===== src/design/ckss_pkg.sv =====
package ckss_pkg;

	// ----------------------------------------------------------------
	// Timing: watchdog oscillator paces the long reset delays
	// ----------------------------------------------------------------
	localparam int WDT_OSC_KHZ   = 128;
	localparam int DLY_4P1MS_US  = 4100;
	localparam int DLY_4MS_US    = 4000;
	localparam int DLY_64MS_US   = 64000;
	localparam int DLY_65MS_US   = 65000;
	// Least times, so round up to whole watchdog ticks
	localparam int TICKS_4P1MS   = (DLY_4P1MS_US * WDT_OSC_KHZ + 999) / 1000;
	localparam int TICKS_4MS     = (DLY_4MS_US * WDT_OSC_KHZ + 999) / 1000;
	localparam int TICKS_64MS    = (DLY_64MS_US * WDT_OSC_KHZ + 999) / 1000;
	localparam int TICKS_65MS    = (DLY_65MS_US * WDT_OSC_KHZ + 999) / 1000;
	localparam int MS_CNT_W      = 14;
	localparam logic [3:0] RESET_CK = 4'he;
	localparam logic [3:0] WAKE_CK  = 4'h6;

	// ----------------------------------------------------------------
	// Fuse codes
	// ----------------------------------------------------------------
	localparam logic [3:0] CODE_EXT  = 4'h0;
	localparam logic [3:0] CODE_RC   = 4'h2;
	localparam logic [3:0] CODE_LP   = 4'h3;
	localparam logic [1:0] STUP_BOD  = 2'h0;
	localparam logic [1:0] STUP_FAST = 2'h1;
	localparam logic [1:0] STUP_SLOW = 2'h2;
	localparam logic [1:0] STUP_RSVD = 2'h3;

	// ----------------------------------------------------------------
	// Register map (byte addresses) and fields
	// ----------------------------------------------------------------
	localparam logic [7:0] ADDR_TRIM   = 8'h00;
	localparam logic [7:0] ADDR_PRESC  = 8'h04;
	localparam logic [7:0] ADDR_ASYNC  = 8'h08;
	localparam logic [7:0] ADDR_STATUS = 8'h0c;
	localparam logic [7:0] ADDR_CALIB  = 8'h10;
	localparam int         PRESC_CE_BIT    = 7;
	localparam logic [3:0] PRESC_DIV1      = 4'h0;
	localparam logic [3:0] PRESC_DIV8      = 4'h3;
	localparam logic [3:0] PRESC_MAX       = 4'h8;
	localparam logic [2:0] PRESC_CE_CYCLES = 3'h4;
	localparam int         ASYNC_AS_BIT    = 5;
	localparam int         ASYNC_EXT_BIT   = 6;
	localparam logic [7:0] ASYNC_RESET     = 8'h00;

	// ----------------------------------------------------------------
	// Types
	// ----------------------------------------------------------------
	typedef enum {ST_RESET, ST_DLY_MS, ST_DLY_CK, ST_RUN, ST_SLEEP, ST_WAKE} ckss_state_e;
	typedef enum logic [1:0] {SRC_RC, SRC_LP, SRC_EXT} ckss_src_e;

	// Fuse bit set means programmed
	typedef struct packed {
		logic [3:0] src_sel;
		logic [1:0] stup;
		logic       div8;
		logic       rst_dis;
		logic       clk_out;
	} ckss_fuse_s;

	typedef struct packed {
		logic        cyc;
		logic        stb;
		logic        we;
		logic [7:0]  adr;
		logic [3:0]  sel;
		logic [31:0] dat;
	} ckss_wb_req_s;

endpackage


===== src/design/ckss_sync.sv =====
module ckss_sync #(
	parameter int W = 1
) (
	input  wire logic         clk_i, // System clock
	input  wire logic [W-1:0] d_i,   // Asynchronous levels
	output logic      [W-1:0] q_o    // Synchronised levels
);
	logic [W-1:0] meta_r;

	// Two stages; the first is read only by the second
	always_ff @(posedge clk_i) begin
		meta_r <= d_i;
		q_o    <= meta_r;
	end
endmodule


===== src/design/ckss_clk_div.sv =====
module ckss_clk_div
	import ckss_pkg::*;
(
	input  wire logic       clk_i,     // System clock
	input  wire logic       por_i,     // Power-on reset only
	input  wire logic       src_lvl_i, // Selected source level
	input  wire logic       src_rise_i,// Source rising edge
	input  wire logic [3:0] div_sel_i, // Division exponent
	output logic            clk_o      // Divided clock level
);
	logic [7:0] cnt_r;

	// Not cleared by chip reset so the clock keeps running during it
	always_ff @(posedge clk_i) begin
		if (por_i) begin
			cnt_r <= 8'h00;
		end else if (src_rise_i) begin
			cnt_r <= cnt_r + 8'h01;
		end
	end

	// Bit n-1 of a rising-edge counter has period 2^n source cycles
	always_ff @(posedge clk_i) begin
		if (por_i) begin
			clk_o <= 1'b0;
		end else if (div_sel_i == PRESC_DIV1 || div_sel_i > PRESC_MAX) begin
			clk_o <= src_lvl_i;
		end else begin
			clk_o <= cnt_r[3'(div_sel_i - 4'h1)];
		end
	end
endmodule


===== src/design/ckss_top.sv =====
// Functional notes
// RULE1: Internal RC gives nominal 8.0MHz, 7.3 to 8.1 MHz, no external parts.
// RULE2: Source code 0010 selects the RC oscillator; shipped default.
// RULE3: During reset the 3V factory trim loads into the trim register.
// RULE4: Software may write any trim value, e.g. the 5V byte, at run time.
// RULE5: Watchdog oscillator still times reset time-out with RC as clock.
// RULE6: RC source: wake 6 CK; reset 14CK, +4.1ms, +65ms; code 11 reserved.
// RULE7: Reset-pin-disable fuse stretches a bare 14CK reset delay to 14CK + 4.1ms.
// RULE8: Source code 0011 selects the low-accuracy 128kHz oscillator.
// RULE9: 128kHz source: wake 6 CK; reset 14CK, +4ms, +64ms; code 11 reserved.
// RULE10: Source code 0000 routes external clock, 0 to 16MHz, from crystal input.
// RULE11: External source: wake 6 CK; reset 14CK, +4.1ms, +65ms; 11 reserved.
// RULE12: External clock may not jump over 2% per cycle unless held in reset.
// RULE13: Clock-output fuse drives system clock on its pin, overriding port use.
// RULE14: Clock output keeps toggling while the device is held in reset.
// RULE15: Clock output carries the prescaler-divided system clock.
// RULE16: Timer oscillator shares crystal pins; only with RC system clock.
// RULE17: External-clock select bit makes timer pin one take an external clock.
// RULE18: Divide-by-eight fuse divides internal clock by 8; shipped programmed.
// RULE19: Prescaler select resets to 0011 with that fuse, else 0000.
module ckss_top
	import ckss_pkg::*;
#(
	parameter int T_64MS_TICKS = TICKS_64MS, // Long delay, 128kHz source
	parameter int T_65MS_TICKS = TICKS_65MS  // Long delay, RC and external
) (
	input  wire logic         clk_i,                         // 100 MHz system clock
	input  wire logic         rst_i,                         // Chip reset, sync high
	input  wire logic         por_i,                         // Power-on reset, sync high
	input  wire ckss_fuse_s   fuses_i,                       // Fuse settings
	input  wire logic [7:0]   factory_trim_3v_i,             // Stored 3V trim
	input  wire logic [7:0]   factory_trim_5v_i,             // Stored 5V trim
	input  wire logic         rc_osc_i,                      // RC oscillator level
	input  wire logic         lp_osc_i,                      // 128kHz oscillator level
	input  wire logic         crystal_input_pin_i,           // External clock pin
	input  wire logic         wdt_osc_i,                     // Watchdog oscillator level
	input  wire logic         power_down_i,                  // Core asks for power-down
	input  wire ckss_wb_req_s wb_i,                          // Wishbone request
	output logic [31:0]       wb_dat_o,                      // Wishbone read data
	output logic              wb_ack_o,                      // Wishbone ack
	output logic [7:0]        rc_trim_register_o,            // Trim to RC oscillator
	output logic              rc_osc_en_o,                   // RC oscillator enable
	output logic              lp_osc_en_o,                   // 128kHz oscillator enable
	output logic              sys_clk_o,                     // Divided system clock
	output logic              core_reset_o,                  // Core held in reset
	output logic              core_clk_en_o,                 // Core clock running
	output logic              clock_output_pin_o,            // Clock output pin value
	output logic              clock_output_pin_oe_o,         // Clock output pin enable
	output logic              timer_osc_en_o,                // Timer oscillator enable
	output logic              timer_external_clock_select_o, // Timer pin one takes clock
	output logic              fuse_error_o                   // Reserved fuse code seen
);

	// ----------------------------------------------------------------
	// Decoding helpers
	// ----------------------------------------------------------------
	function automatic ckss_src_e src_decode(input logic [3:0] code);
		unique case (code)
			CODE_LP:   return SRC_LP;
			CODE_EXT:  return SRC_EXT;
			default:   return SRC_RC;
		endcase
	endfunction

	function automatic logic [MS_CNT_W-1:0] ms_ticks(input ckss_src_e src, input ckss_fuse_s f);
		logic lp;
		lp = (src == SRC_LP);
		unique case (f.stup)
			STUP_BOD:  return f.rst_dis ? MS_CNT_W'(TICKS_4P1MS) : '0;
			STUP_FAST: return lp ? MS_CNT_W'(TICKS_4MS) : MS_CNT_W'(TICKS_4P1MS);
			default:  return lp ? MS_CNT_W'(T_64MS_TICKS) : MS_CNT_W'(T_65MS_TICKS);
		endcase
	endfunction

	// ----------------------------------------------------------------
	// Fuse capture and source selection
	// ----------------------------------------------------------------
	ckss_fuse_s  fuses_r;
	ckss_src_e   src;
	logic [3:0]  osc_sync;
	logic        src_lvl;
	logic        src_prev_r;
	logic        src_rise;
	logic        wdt_prev_r;
	logic        wdt_rise;

	// Fuses are only sampled at power-on
	always_ff @(posedge clk_i) begin
		if (por_i) begin
			fuses_r <= fuses_i;
		end
	end

	// RULE2: code 0010 picks RC
	// RULE8: code 0011 picks 128kHz
	// RULE10: code 0000 picks external clock
	assign src = src_decode(fuses_r.src_sel);
	assign fuse_error_o = !(fuses_r.src_sel inside {CODE_EXT, CODE_RC, CODE_LP}) || fuses_r.stup == STUP_RSVD;

	// RULE1: RC enabled only while it is the source, saving power otherwise
	assign rc_osc_en_o = (src == SRC_RC);
	assign lp_osc_en_o = (src == SRC_LP);

	// All oscillator levels come from outside this clock domain
	ckss_sync #(.W(4)) u_osc_sync (
		.clk_i (clk_i),
		.d_i   ({wdt_osc_i, crystal_input_pin_i, lp_osc_i, rc_osc_i}),
		.q_o   (osc_sync)
	);

	// RULE12: a jumpy external clock is the driver's problem, hence no filter here
	always_comb begin
		unique case (src)
			SRC_LP:  src_lvl = osc_sync[1];
			SRC_EXT: src_lvl = osc_sync[2];
			default: src_lvl = osc_sync[0];
		endcase
	end

	// Edge detectors on synchronised levels
	always_ff @(posedge clk_i) begin
		if (por_i) begin
			src_prev_r <= 1'b0;
			wdt_prev_r <= 1'b0;
		end else begin
			src_prev_r <= src_lvl;
			wdt_prev_r <= osc_sync[3];
		end
	end
	assign src_rise = src_lvl & ~src_prev_r;
	assign wdt_rise = osc_sync[3] & ~wdt_prev_r;

	// ----------------------------------------------------------------
	// Start-up sequencer
	// ----------------------------------------------------------------
	ckss_state_e          state_r;
	logic [MS_CNT_W-1:0]  ms_cnt_r;
	logic [MS_CNT_W-1:0]  ms_target_r;
	logic [3:0]           ck_cnt_r;

	// RULE5: long delay counts watchdog ticks, not the system source
	// RULE6: RC start-up codes
	// RULE9: 128kHz start-up codes
	// RULE11: external start-up codes
	always_ff @(posedge clk_i) begin
		if (rst_i || por_i) begin
			state_r  <= ST_RESET;
			ms_cnt_r <= '0;
			ck_cnt_r <= 4'h0;
		end else begin
			unique case (state_r)
				ST_RESET: begin
					ms_cnt_r <= '0;
					ck_cnt_r <= 4'h0;
					state_r  <= (ms_target_r == '0) ? ST_DLY_CK : ST_DLY_MS;
				end
				ST_DLY_MS: begin
					if (wdt_rise) begin
						ms_cnt_r <= ms_cnt_r + 1'b1;
						if (ms_cnt_r == ms_target_r - 1'b1) begin
							state_r <= ST_DLY_CK;
						end
					end
				end
				ST_DLY_CK: begin
					if (src_rise) begin
						ck_cnt_r <= ck_cnt_r + 4'h1;
						if (ck_cnt_r == RESET_CK - 4'h1) begin
							state_r <= ST_RUN;
						end
					end
				end
				ST_RUN: begin
					if (power_down_i) begin
						state_r <= ST_SLEEP;
					end
				end
				ST_SLEEP: begin
					ck_cnt_r <= 4'h0;
					if (!power_down_i) begin
						state_r <= ST_WAKE;
					end
				end
				ST_WAKE: begin
					if (src_rise) begin
						ck_cnt_r <= ck_cnt_r + 4'h1;
						if (ck_cnt_r == WAKE_CK - 4'h1) begin
							state_r <= ST_RUN;
						end
					end
				end
			endcase
		end
	end

	// RULE7: bare 14CK stretched when the reset pin is disabled
	always_ff @(posedge clk_i) begin
		if (rst_i || por_i) begin
			ms_target_r <= ms_ticks(src_decode(por_i ? fuses_i.src_sel : fuses_r.src_sel),
				por_i ? fuses_i : fuses_r);
		end
	end

	assign core_reset_o  = (state_r == ST_RESET) || (state_r == ST_DLY_MS) || (state_r == ST_DLY_CK);
	assign core_clk_en_o = (state_r == ST_RUN);

	// ----------------------------------------------------------------
	// Wishbone slave and registers
	// ----------------------------------------------------------------
	logic       ack_r;
	logic       req;
	logic       wr;
	logic [7:0] trim_r;
	logic [3:0] presc_r;
	logic [2:0] ce_cnt_r;
	logic [7:0] async_r;
	logic [7:0] status;

	assign req = wb_i.cyc & wb_i.stb;
	// Writes land at the edge where ack is sampled high
	assign wr = req & wb_i.we & ack_r & wb_i.sel[0];
	assign wb_ack_o = ack_r;

	// One wait state; ack drops the cycle after it is given
	always_ff @(posedge clk_i) begin
		if (rst_i || por_i) begin
			ack_r <= 1'b0;
		end else begin
			ack_r <= req & ~ack_r;
		end
	end

	// RULE3: reset loads the 3V factory trim
	// RULE4: software may overwrite it freely
	always_ff @(posedge clk_i) begin
		if (rst_i || por_i) begin
			trim_r <= factory_trim_3v_i;
		end else if (wr && wb_i.adr == ADDR_TRIM) begin
			trim_r <= wb_i.dat[7:0];
		end
	end
	assign rc_trim_register_o = trim_r;

	// RULE18: divide-by-eight fuse sets a divide by 8
	// RULE19: prescaler reset value follows that fuse
	always_ff @(posedge clk_i) begin
		if (por_i) begin
			presc_r <= fuses_i.div8 ? PRESC_DIV8 : PRESC_DIV1;
		end else if (rst_i) begin
			presc_r <= fuses_r.div8 ? PRESC_DIV8 : PRESC_DIV1;
		end else if (wr && wb_i.adr == ADDR_PRESC && ce_cnt_r != 3'h0 && !wb_i.dat[PRESC_CE_BIT]
			&& wb_i.dat[3:0] <= PRESC_MAX) begin
			presc_r <= wb_i.dat[3:0];
		end
	end

	// Change enable lasts four cycles; a rewrite neither extends nor clears it
	always_ff @(posedge clk_i) begin
		if (rst_i || por_i) begin
			ce_cnt_r <= 3'h0;
		end else if (wr && wb_i.adr == ADDR_PRESC && ce_cnt_r == 3'h0
			&& wb_i.dat[7:0] == 8'(1 << PRESC_CE_BIT)) begin
			ce_cnt_r <= PRESC_CE_CYCLES;
		end else if (wr && wb_i.adr == ADDR_PRESC && !wb_i.dat[PRESC_CE_BIT]) begin
			ce_cnt_r <= 3'h0;
		end else if (ce_cnt_r != 3'h0) begin
			ce_cnt_r <= ce_cnt_r - 3'h1;
		end
	end

	// RULE17: external-clock select bit for timer pin one
	always_ff @(posedge clk_i) begin
		if (rst_i || por_i) begin
			async_r <= ASYNC_RESET;
		end else if (wr && wb_i.adr == ADDR_ASYNC) begin
			async_r <= wb_i.dat[7:0] & 8'((1 << ASYNC_AS_BIT) | (1 << ASYNC_EXT_BIT));
		end
	end
	assign timer_external_clock_select_o = async_r[ASYNC_EXT_BIT];

	// RULE16: timer oscillator only while RC is the system clock
	assign timer_osc_en_o = async_r[ASYNC_AS_BIT] && (src == SRC_RC);

	assign status = {1'b0, ce_cnt_r != 3'h0, timer_osc_en_o, 2'(src), fuse_error_o,
		state_r == ST_SLEEP, core_clk_en_o};

	// Read data is registered; unmapped addresses read zero
	always_ff @(posedge clk_i) begin
		if (rst_i || por_i) begin
			wb_dat_o <= 32'h0000_0000;
		end else if (req && !ack_r) begin
			unique case (wb_i.adr)
				ADDR_TRIM:   wb_dat_o <= {24'h00_0000, trim_r};
				ADDR_PRESC:  wb_dat_o <= {24'h00_0000, ce_cnt_r != 3'h0, 3'h0, presc_r};
				ADDR_ASYNC:  wb_dat_o <= {24'h00_0000, async_r};
				ADDR_STATUS: wb_dat_o <= {24'h00_0000, status};
				ADDR_CALIB:  wb_dat_o <= {16'h0000, factory_trim_5v_i, factory_trim_3v_i};
				default:     wb_dat_o <= 32'h0000_0000;
			endcase
		end
	end

	// ----------------------------------------------------------------
	// Prescaler and clock output
	// ----------------------------------------------------------------
	// RULE15: output follows the divided clock
	ckss_clk_div u_div (
		.clk_i      (clk_i),
		.por_i      (por_i),
		.src_lvl_i  (src_lvl),
		.src_rise_i (src_rise),
		.div_sel_i  (presc_r),
		.clk_o      (sys_clk_o)
	);

	// RULE13: fuse overrides the port pin with the clock
	// RULE14: independent of chip reset, so it toggles during reset
	assign clock_output_pin_o    = fuses_r.clk_out & sys_clk_o;
	assign clock_output_pin_oe_o = fuses_r.clk_out;

	// ----------------------------------------------------------------
	// Checks
	// ----------------------------------------------------------------
	trim_load_a: assert property (@(posedge clk_i) disable iff (por_i) // RULE3
		rst_i |=> trim_r == $past(factory_trim_3v_i)) else $error("trim not loaded in reset");
	trim_write_a: assert property (@(posedge clk_i) disable iff (rst_i || por_i) // RULE4
		(wr && wb_i.adr == ADDR_TRIM) |=> rc_trim_register_o == $past(wb_i.dat[7:0]))
		else $error("trim write lost");
	src_rc_a: assert property (@(posedge clk_i) disable iff (por_i) // RULE2
		fuses_r.src_sel == CODE_RC |-> rc_osc_en_o && !lp_osc_en_o) else $error("rc not selected");
	wake_count_a: assert property (@(posedge clk_i) disable iff (rst_i || por_i) // RULE6
		(state_r == ST_WAKE && src_rise && ck_cnt_r == WAKE_CK - 4'h1) |=> core_clk_en_o)
		else $error("wake delay wrong");
	early_run_a: assert property (@(posedge clk_i) disable iff (rst_i || por_i) // RULE11
		(state_r == ST_DLY_CK && ck_cnt_r < RESET_CK - 4'h1) |=> !core_clk_en_o)
		else $error("core released early");
	stretch_dly_a: assert property (@(posedge clk_i) disable iff (por_i) // RULE7
		(rst_i && fuses_r.rst_dis && fuses_r.stup == STUP_BOD) |=> ms_target_r == MS_CNT_W'(TICKS_4P1MS))
		else $error("reset delay not stretched");
	clk_out_a: assert property (@(posedge clk_i) disable iff (por_i) // RULE14
		fuses_r.clk_out |-> clock_output_pin_oe_o && clock_output_pin_o == sys_clk_o)
		else $error("clock output not driven");
	presc_rst_a: assert property (@(posedge clk_i) disable iff (por_i) // RULE19
		rst_i |=> presc_r == (fuses_r.div8 ? PRESC_DIV8 : PRESC_DIV1)) else $error("bad prescaler reset");
	div_pass_a: assert property (@(posedge clk_i) disable iff (por_i) // RULE15
		(presc_r == PRESC_DIV1 && $stable(presc_r)) |=> sys_clk_o == $past(src_lvl))
		else $error("undivided clock wrong");
	timer_osc_a: assert property (@(posedge clk_i) disable iff (por_i) // RULE16
		timer_osc_en_o |-> src == SRC_RC) else $error("timer osc without rc");

	run_reached_c: cover property (@(posedge clk_i) disable iff (rst_i || por_i) $rose(core_clk_en_o));
	wake_c: cover property (@(posedge clk_i) disable iff (rst_i || por_i) state_r == ST_WAKE ##1 core_clk_en_o);
	presc_change_c: cover property (@(posedge clk_i) disable iff (rst_i || por_i) $changed(presc_r));
endmodule


===== config.mk =====
export PLATFORM = sky130hd
export DESIGN_NAME = ckss_top
export DESIGN_NICKNAME = d
export VERILOG_FILES = /design/src/design/ckss_pkg.sv /design/src/design/ckss_sync.sv /design/src/design/ckss_clk_div.sv /design/src/design/ckss_top.sv
export SDC_FILE = /design/constraint.sdc
export NUM_CORES = 1
export LEC_CHECK = 0
export BUFFER_PORTS_ARGS = -buffer_cell sky130_fd_sc_hd__buf_2
export CAP_MARGIN = 20
export CELL_PAD_IN_SITES_DETAIL_PLACEMENT = 1
export CELL_PAD_IN_SITES_GLOBAL_PLACEMENT = 1
export CORE_ASPECT_RATIO = 1.2
export CORE_MARGIN = 3
export CORE_UTILIZATION = 35
export DETAILED_ROUTE_END_ITERATION = 10
export GPL_TIMING_DRIVEN = 0
export PLACE_DENSITY = 0.78
export SETUP_SLACK_MARGIN = 0.1
export SLEW_MARGIN = 10
export SYNTH_ARGS = -nofsm -noshare
export SYNTH_HDL_FRONTEND = slang
export SYNTH_SLANG_ARGS = --single-unit

===== constraint.sdc =====
create_clock -name clk_i -period 2.8 [get_ports clk_i]
set_input_delay 0.56 -clock clk_i [delete_from_list [all_inputs] [get_ports clk_i]]
set_output_delay 0.56 -clock clk_i [all_outputs]
set_load 0.01 [all_outputs]

==> flow_summary.yaml, run 1 <==
sta:
  finalHoldViolCount: 0
  fmax_ghz: 0.393
  rsz0062_at_grt: "false"
  maxSlewHeadroom: 0.506
  finalWorstSetupSlack_ps: 252
  timing.final.crit_share: 0.910
  fin_skew_ps: 8.21
  fin_crit_ps: 2550
  holdWs_ps: 309
  tightest_slew_ps: 741
  setup_violations: 0
  drv_slew: 0
global_route:
  grt_util_met1: 0.225
  grt_max_degree: 16
  grt_pass1_wl_mm: 20.6
  grt_overflow: 0
  grtUsageMet3: 0.0353
  grtUsageTotal: 0.190
  grt_pass1_vias: 4009
  use_met2: 0.344
  grt.busiest_layer: "met2"
  antenna_found_initial: 0
die:
  dieArea_mm2: 0.0137
  rows: 43
  fp.dieH_um: 128
  initial_core_util: 0.365
  core_mm2: 0.0118
  io_pins: 131
  die_x_um: 107
power_and_ir_drop:
  report.power.total_mw: 3.08
  p_sw_uw: 783
  p_int_mw: 2.30
  combPwrFrac: 0.120
  power_density_mw_per_mm2: 573
  pwr-share-clk: 0.427
  p_sw_frac: 0.254
  power_frac_seq: 0.453
  leakagePower_nw: 2.27
  vdd_drop_max_mv: 0.281
placed_design:
  placed_area_mm2: 0.00501
  preCtsSetupSlack_ps: -369
  io_buffers: 86
  place_inst: 711
  hpwl_mm: 9.73
  gp_congestion: 0.845
finish:
  insertedDiodeCount: 0
  layout-drive-gt1-share: 0.247
  final_common_cell: "buf_2"
  final_cell_mix: "buf_2, dfxtp_1, nor2_1, nand2_1, edfxtp_1"
  syn_to_final_growth_pct: 24.4
  final_cell_area_mm2: 0.00538
  nFillCells: 1400
  nets: 660
  fin_cells: 728
worst_setup_path:
  critPathArrivalTime_ps: 1990
  timing.rr.start: "fuses_r[7]$_DFFE_PP_"
  r2r.worst_path.cells: 8
  ff2ff_setup_slack_ps: 290
  timing.rr.end: "state_r[0]$_SDFFE_PN0P_"
  required_ps: 2240
  criticalPathCategory: "flip-flop to output pin"
  worst-path-max-fanout: 5
  crit_path_end_kind: "output pin"
  crit_path_start_kind: "flip-flop"
min_path:
  min-delay-path-class: "input port to flip-flop"
  hold_start: "crystal_input_pin_i"
  holdPathStages: 1
  hold_end: "u_osc_sync.meta_r[2]$_DFF_P_"
outcome:
  status: "completed"
cts:
  cts_tree: "built"
  cts_buffers: 9
  clock_insertion_delay_worst_skew_ps: 350
  path_clk_slew_ps: 70
  root_buffer: "clkbuf_16"
  clock_sinks: 87
  cts_max_level: 3
  clockBufferDepth: 2
yosys:
  synth_top_area_cell: "dfxtp_1"
  seq_area_frac_synth: 0.454
  synth_area_mm2: 0.00432
  ys.flop_type: "dfxtp_1"
  async_flop_share: 0
  synth_edf_count: 22
  synth.distinct_cells: 63
  ys_seq_elements: 87
  yosysWarnings: 0
  avgSynthCellArea_um2: 9.54
  yosys-top-cells-area: "dfxtp_1, edfxtp_1, nor2_1"
  synth_top_area_frac: 0.301
  synthCells: 453
detailed_routing:
  viasPerCell: 5.15
  routed-via-count: 3746
  routedWlPerCell_um: 17.4
  wl_mm: 12.7
  drtAntennaViolNets: 0
  drc: 0
  dr.pass1.iters: 4
  drt_iter0_drc: 122
job:
  drv_cap: 0
power by group through the flow:
stage	combinational, mW	clock (mW)	sequential, mW
2_1_floorplan	0.218	0	1.41
3_5_place_dp	0.357	0	1.42
5_1_grt	0.410	1.37	1.40
6_report	0.370	1.32	1.39
3_3_place_gp	0.339	0	1.42
4_1_cts	0.366	1.33	1.39
layout make-up:
class / count / area [um2] / share of cell area
inverter: 14 / 52.6 / 0.00977
buffer: 34 / 193 / 0.0358
sequential: 87 / 1960 / 0.365
tap: 157 / 196 / 0.0365
multi-input combinational: 333 / 2220 / 0.412
clock buffer: 10 / 229 / 0.0426
clock inverter: 6 / 91.3 / 0.0170
timing repair buffer: 87 / 438 / 0.0814
cells by family after synthesis:
logic type / count (synthesis) / synth area share
flops: 87 / 0.454
mux: 20 / 0.0535
fa+ha+maj: 14 / 0.0405
xor+xnor: 28 / 0.0599
other cells: 1 / 0.000867
simple gates: 182 / 0.210
compound gates: 73 / 0.126
buf+inv: 48 / 0.0559
worst max-delay path: stages (launching register included):
cell and delay [ps]:
edfxtp_1 420, or4_4 640, ha_1 260, and2_1 180, buf_2 140
what timing repair did:
| action | 4_1_cts | 5_1_grt |
|---|---|---|
| hold buffers | 0 | 0 |
| endpoints found under the hold margin | 0 | 0 |
| resized for setup | 4 | 6 |
| gates cloned | 0 | 0 |
| setup buffers | 1 | 0 |
| pin swaps | 1 | 2 |
| setup endpoints to repair | 15 | 10 |
synth_stat cells (2+ instances only):
cell type  instances
o2111ai_1          2
nand2_1           40
nand2b_1           6
or4_1              4
a22o_1             3
a32oi_1            2
o21ai_0           10
nor3_1             5
and2_1            11
a221oi_1           2
or3_1              3
clkbuf_1          16
edfxtp_1          22
dfxtp_1           65
nor4_1             2
nor2b_1           10
mux4_2             2
a21o_1             3
xnor2_1           10
mux2i_1           13
inv_1             14
nand4_1           12
xor2_1            17
a21oi_1           11
or2_2              3
mux2_2             5
a22oi_1           11
nand4b_1           2
nand3_1           10
nor3_2             2
ha_1              14
a211oi_1           3
nor2_1            60
and3_1             4
buf_4             16
a31oi_1            4
a32o_1             2
o22ai_1            2
o31ai_1            6
per-layer routing:
metal | vias to the layer above | wire [um]
met1 | 1833 | 5230
met2 | 92 | 6720
met3 | 15 | 501
met4 | 0 | 248
met5 | - | 0
li1 | 1806 | -
metrics by stage:
stage          setup TNS [ps]   util
4_1_cts                     0  0.452
3_5_place_dp            -3440  0.423
3_3_place_gp            -2290  0.423
5_1_grt                     0  0.454
6_report                    0  0.454
2_1_floorplan               0      -
how the worst max path moves through the flow:
stage / startpoint / end / slack (ps) / cells past startpoint
after floorplan: fuses_r[6]$_DFFE_PP_ / u_div.cnt_r[3]$_SDFFE_PP0P_ / 200 / 8
after global placement: fuses_r[6]$_DFFE_PP_ / u_div.cnt_r[4]$_SDFFE_PP0P_ / -260 / 8
after detailed placement: fuses_r[6]$_DFFE_PP_ / u_div.cnt_r[3]$_SDFFE_PP0P_ / -370 / 8
after CTS: fuses_r[6]$_DFFE_PP_ / u_div.cnt_r[3]$_SDFFE_PP0P_ / 160 / 8
after global routing: fuses_r[7]$_DFFE_PP_ / state_r[0]$_SDFFE_PN0P_ / 120 / 8
final: fuses_r[8]$_DFFE_PP_ / timer_osc_en_o / 250 / 4
state kept, by name, summed over array words and instances, names as in the netlist:
name / count
async_r: 2
ce_cnt_r: 3
ck_cnt_r: 4
clock_output_pin_oe_o: 1
fuses_r: 8
ms_cnt_r: 14
ms_target_r: 4
presc_r: 4
rc_trim_register_o: 8
src_prev_r: 1
state_r: 3
u_div.clk_o: 1
u_div.cnt_r: 8
u_osc_sync.meta_r: 4
u_osc_sync.q_o: 4
wb_ack_o: 1
wb_dat_o: 16
wdt_prev_r: 1
No activity file was read; power rests on OpenSTA's default activity.
==> run 2: changes to the inputs <==
Settings changed: PLACE_DENSITY 0.78 to 0.77, SYNTH_HIERARCHICAL from default to 1.
==> flow_summary.yaml, run 2 <==
die:
  dieArea_mm2: 0.0141
  io_pins: 131
  die_x_um: 109
  initial_core_util: 0.363
  fp.dieH_um: 130
  rows: 44
  core_mm2: 0.0123
sta:
  tightest_slew_ps: 761
  finalHoldViolCount: 0
  setup_violations: 0
  rsz0062_at_grt: "false"
  timing.final.crit_share: 0.931
  tns_ps: 0
  drv_slew: 0
  maxSlewHeadroom: 0.493
  fin_skew_ps: 6.63
  fmax_ghz: 0.384
  fin_crit_ps: 2610
yosys:
  synth_top_area_cell: "dfxtp_1"
  synth_most_common_cell: "dfxtp_1"
  yosys.area_share.simple: 0.212
  synthTopCellsByCount: "dfxtp_1, nor2_1, nand2_1, edfxtp_1, inv_1"
  synth.distinct_cells: 72
  synth_compound_area_frac: 0.140
  ys_seq_elements: 87
  seq_area_frac_synth: 0.441
  synth_xor_area_frac: 0.0467
  ys.flop_type: "dfxtp_1"
  synth_area_mm2: 0.00445
  synth.area.mux_share: 0.0559
  avgSynthCellArea_um2: 9.51
  synth_top_family_by_area: "simple AND/OR/NAND/NOR gates"
  async_flop_share: 0
  synth_top_area_frac: 0.292
  synthCells: 468
  yosys-top-cells-area: "dfxtp_1, edfxtp_1, nor2_1"
  yosysWarnings: 6
  synth_edf_count: 22
  synth_fa_ha_area_frac: 0.0393
detailed_routing:
  viasPerCell: 5.13
  route.met2.wl_mm: 6.94
  routedWlPerCell_um: 16.8
  wl_mm: 12.6
  wl_met1_mm: 5.05
  dr_wl_met3_um: 373
  drc: 0
  routed-via-count: 3859
  top_layer_used: "met4"
  dr.pass1.iters: 4
  drt_iter0_drc: 174
  drtAntennaViolNets: 0
finish:
  top_register: "wb_dat_o"
  top_regs: "wb_dat_o (16), ms_cnt_r (14)"
  seq_area_mm2: 0.00196
  syn_to_final_growth_pct: 24.3
  multiInputGateArea_mm2: 0.00229
  final_cell_area_mm2: 0.00553
  nFillCells: 1475
  fin_cells: 752
  final_common_cell: "buf_2"
  largest_reg_flops: 16
  final_cell_mix: "buf_2, dfxtp_1, nor2_1, nand2_1, buf_4"
  insertedDiodeCount: 0
  nets: 680
  layout-drive-gt1-share: 0.262
  utilization: 0.451
placed_design:
  hpwl_mm: 9.61
  place_inst: 730
  io_buffers: 86
  placed_area_mm2: 0.00514
  gp_congestion: 0.850
global_route:
  grtUsageTotal: 0.180
  grt_max_degree: 14
  grt_pass1_wl_mm: 19.9
  antenna_found_initial: 0
  grt_overflow: 0
  grt_pass1_vias: 4056
cts:
  path_clk_slew_ps: 60
  clock_sinks: 87
  cts_buffers: 9
  cts_tree: "built"
  clock_insertion_delay_worst_skew_ps: 340
  cts_max_level: 3
  clockBufferDepth: 2
  postCtsHoldBufs: 0
  root_buffer: "clkbuf_16"
worst_setup_path:
  critPathArrivalTime_ps: 2820
  criticalPathCategory: "flip-flop to flip-flop"
  required_ps: 3020
  worst-path-max-fanout: 6
  crit_path_end_kind: "flip-flop"
  crit_path_start_kind: "flip-flop"
job:
  drv_cap: 0
power_and_ir_drop:
  leakagePower_nw: 2.31
  vdd_drop_max_mv: 0.253
  power_density_mw_per_mm2: 554
outcome:
  status: "completed"
min_path:
  min-delay-path-class: "input port to flip-flop"
[run 2: path summary, 6_finish.rpt]
path	start	end	slack, ps	depth (start not counted)
worst min register to register	u_osc_sync/meta_r[3]$_DFF_P_	u_osc_sync/q_o[3]$_DFF_P_	330	0
worst max register to register	fuses_r[7]$_DFFE_PP_	u_div/cnt_r[7]$_SDFFE_PP0P_	190	11
worst min-delay path	crystal_input_pin_i	u_osc_sync/meta_r[2]$_DFF_P_	320	1
worst max-delay path	fuses_r[7]$_DFFE_PP_	u_div/cnt_r[7]$_SDFFE_PP0P_	190	11
[run 2: cells by family after synthesis]
| group | after synthesis |
|---|---|
| simple gates | 183 |
| flops | 87 |
| compound gates | 84 |
| other cells | 1 |
| fa+ha+maj | 14 |
| mux | 21 |
| buf+inv | 56 |
| xor+xnor | 22 |
[run 2: per-layer routing]
metal / vias up / track usage
met4: 0 / 0.0698
met1: 1906 / 0.200
met2: 73 / 0.337
met3: 21 / 0.0299
li1: 1859 / -
met5: - / 0
[run 2: critical path, stage by stage (launching register included)]
cell,delay [ps]
edfxtp_1,430
nor4_2,360
inv_1,190
ha_1,290
a221oi_2,410
or2_2,210
nor2_1,40
buf_4,160
nand3_1,110
nor3_1,80
xnor2_1,140
nor2_1,50
[run 2: area by class of cell]
type | count | share of cell area
multi-input combinational | 340 | 0.414
timing repair buffer | 92 | 0.0859
sequential | 87 | 0.355
buffer | 36 | 0.0389
clock buffer | 15 | 0.0561
inverter | 20 | 0.0136
tap | 161 | 0.0364
clock inverter | 1 | 0.000905
[run 2: where the power goes]
group | internal, mW | switching [mW]
Sequential | 1.35 | 0.0432
Combinational | 0.189 | 0.238
Clock | 0.758 | 0.486
[run 2: what timing repair did]
action,4_1_cts,5_1_grt
buffers inserted,0,6
pin swaps,0,3
setup endpoints to repair,8,14
gates resized for setup,2,6
cloned,0,0
[run 2: through the flow]
stage	worst slack [ps]	hold slack, ps	total power, mW
global route	90.0	306	3.20
detailed placement	-177	316	1.83
finish	193	318	3.07
CTS	107	309	3.08
global placement	-154	314	1.81
floorplan	334	310	1.68
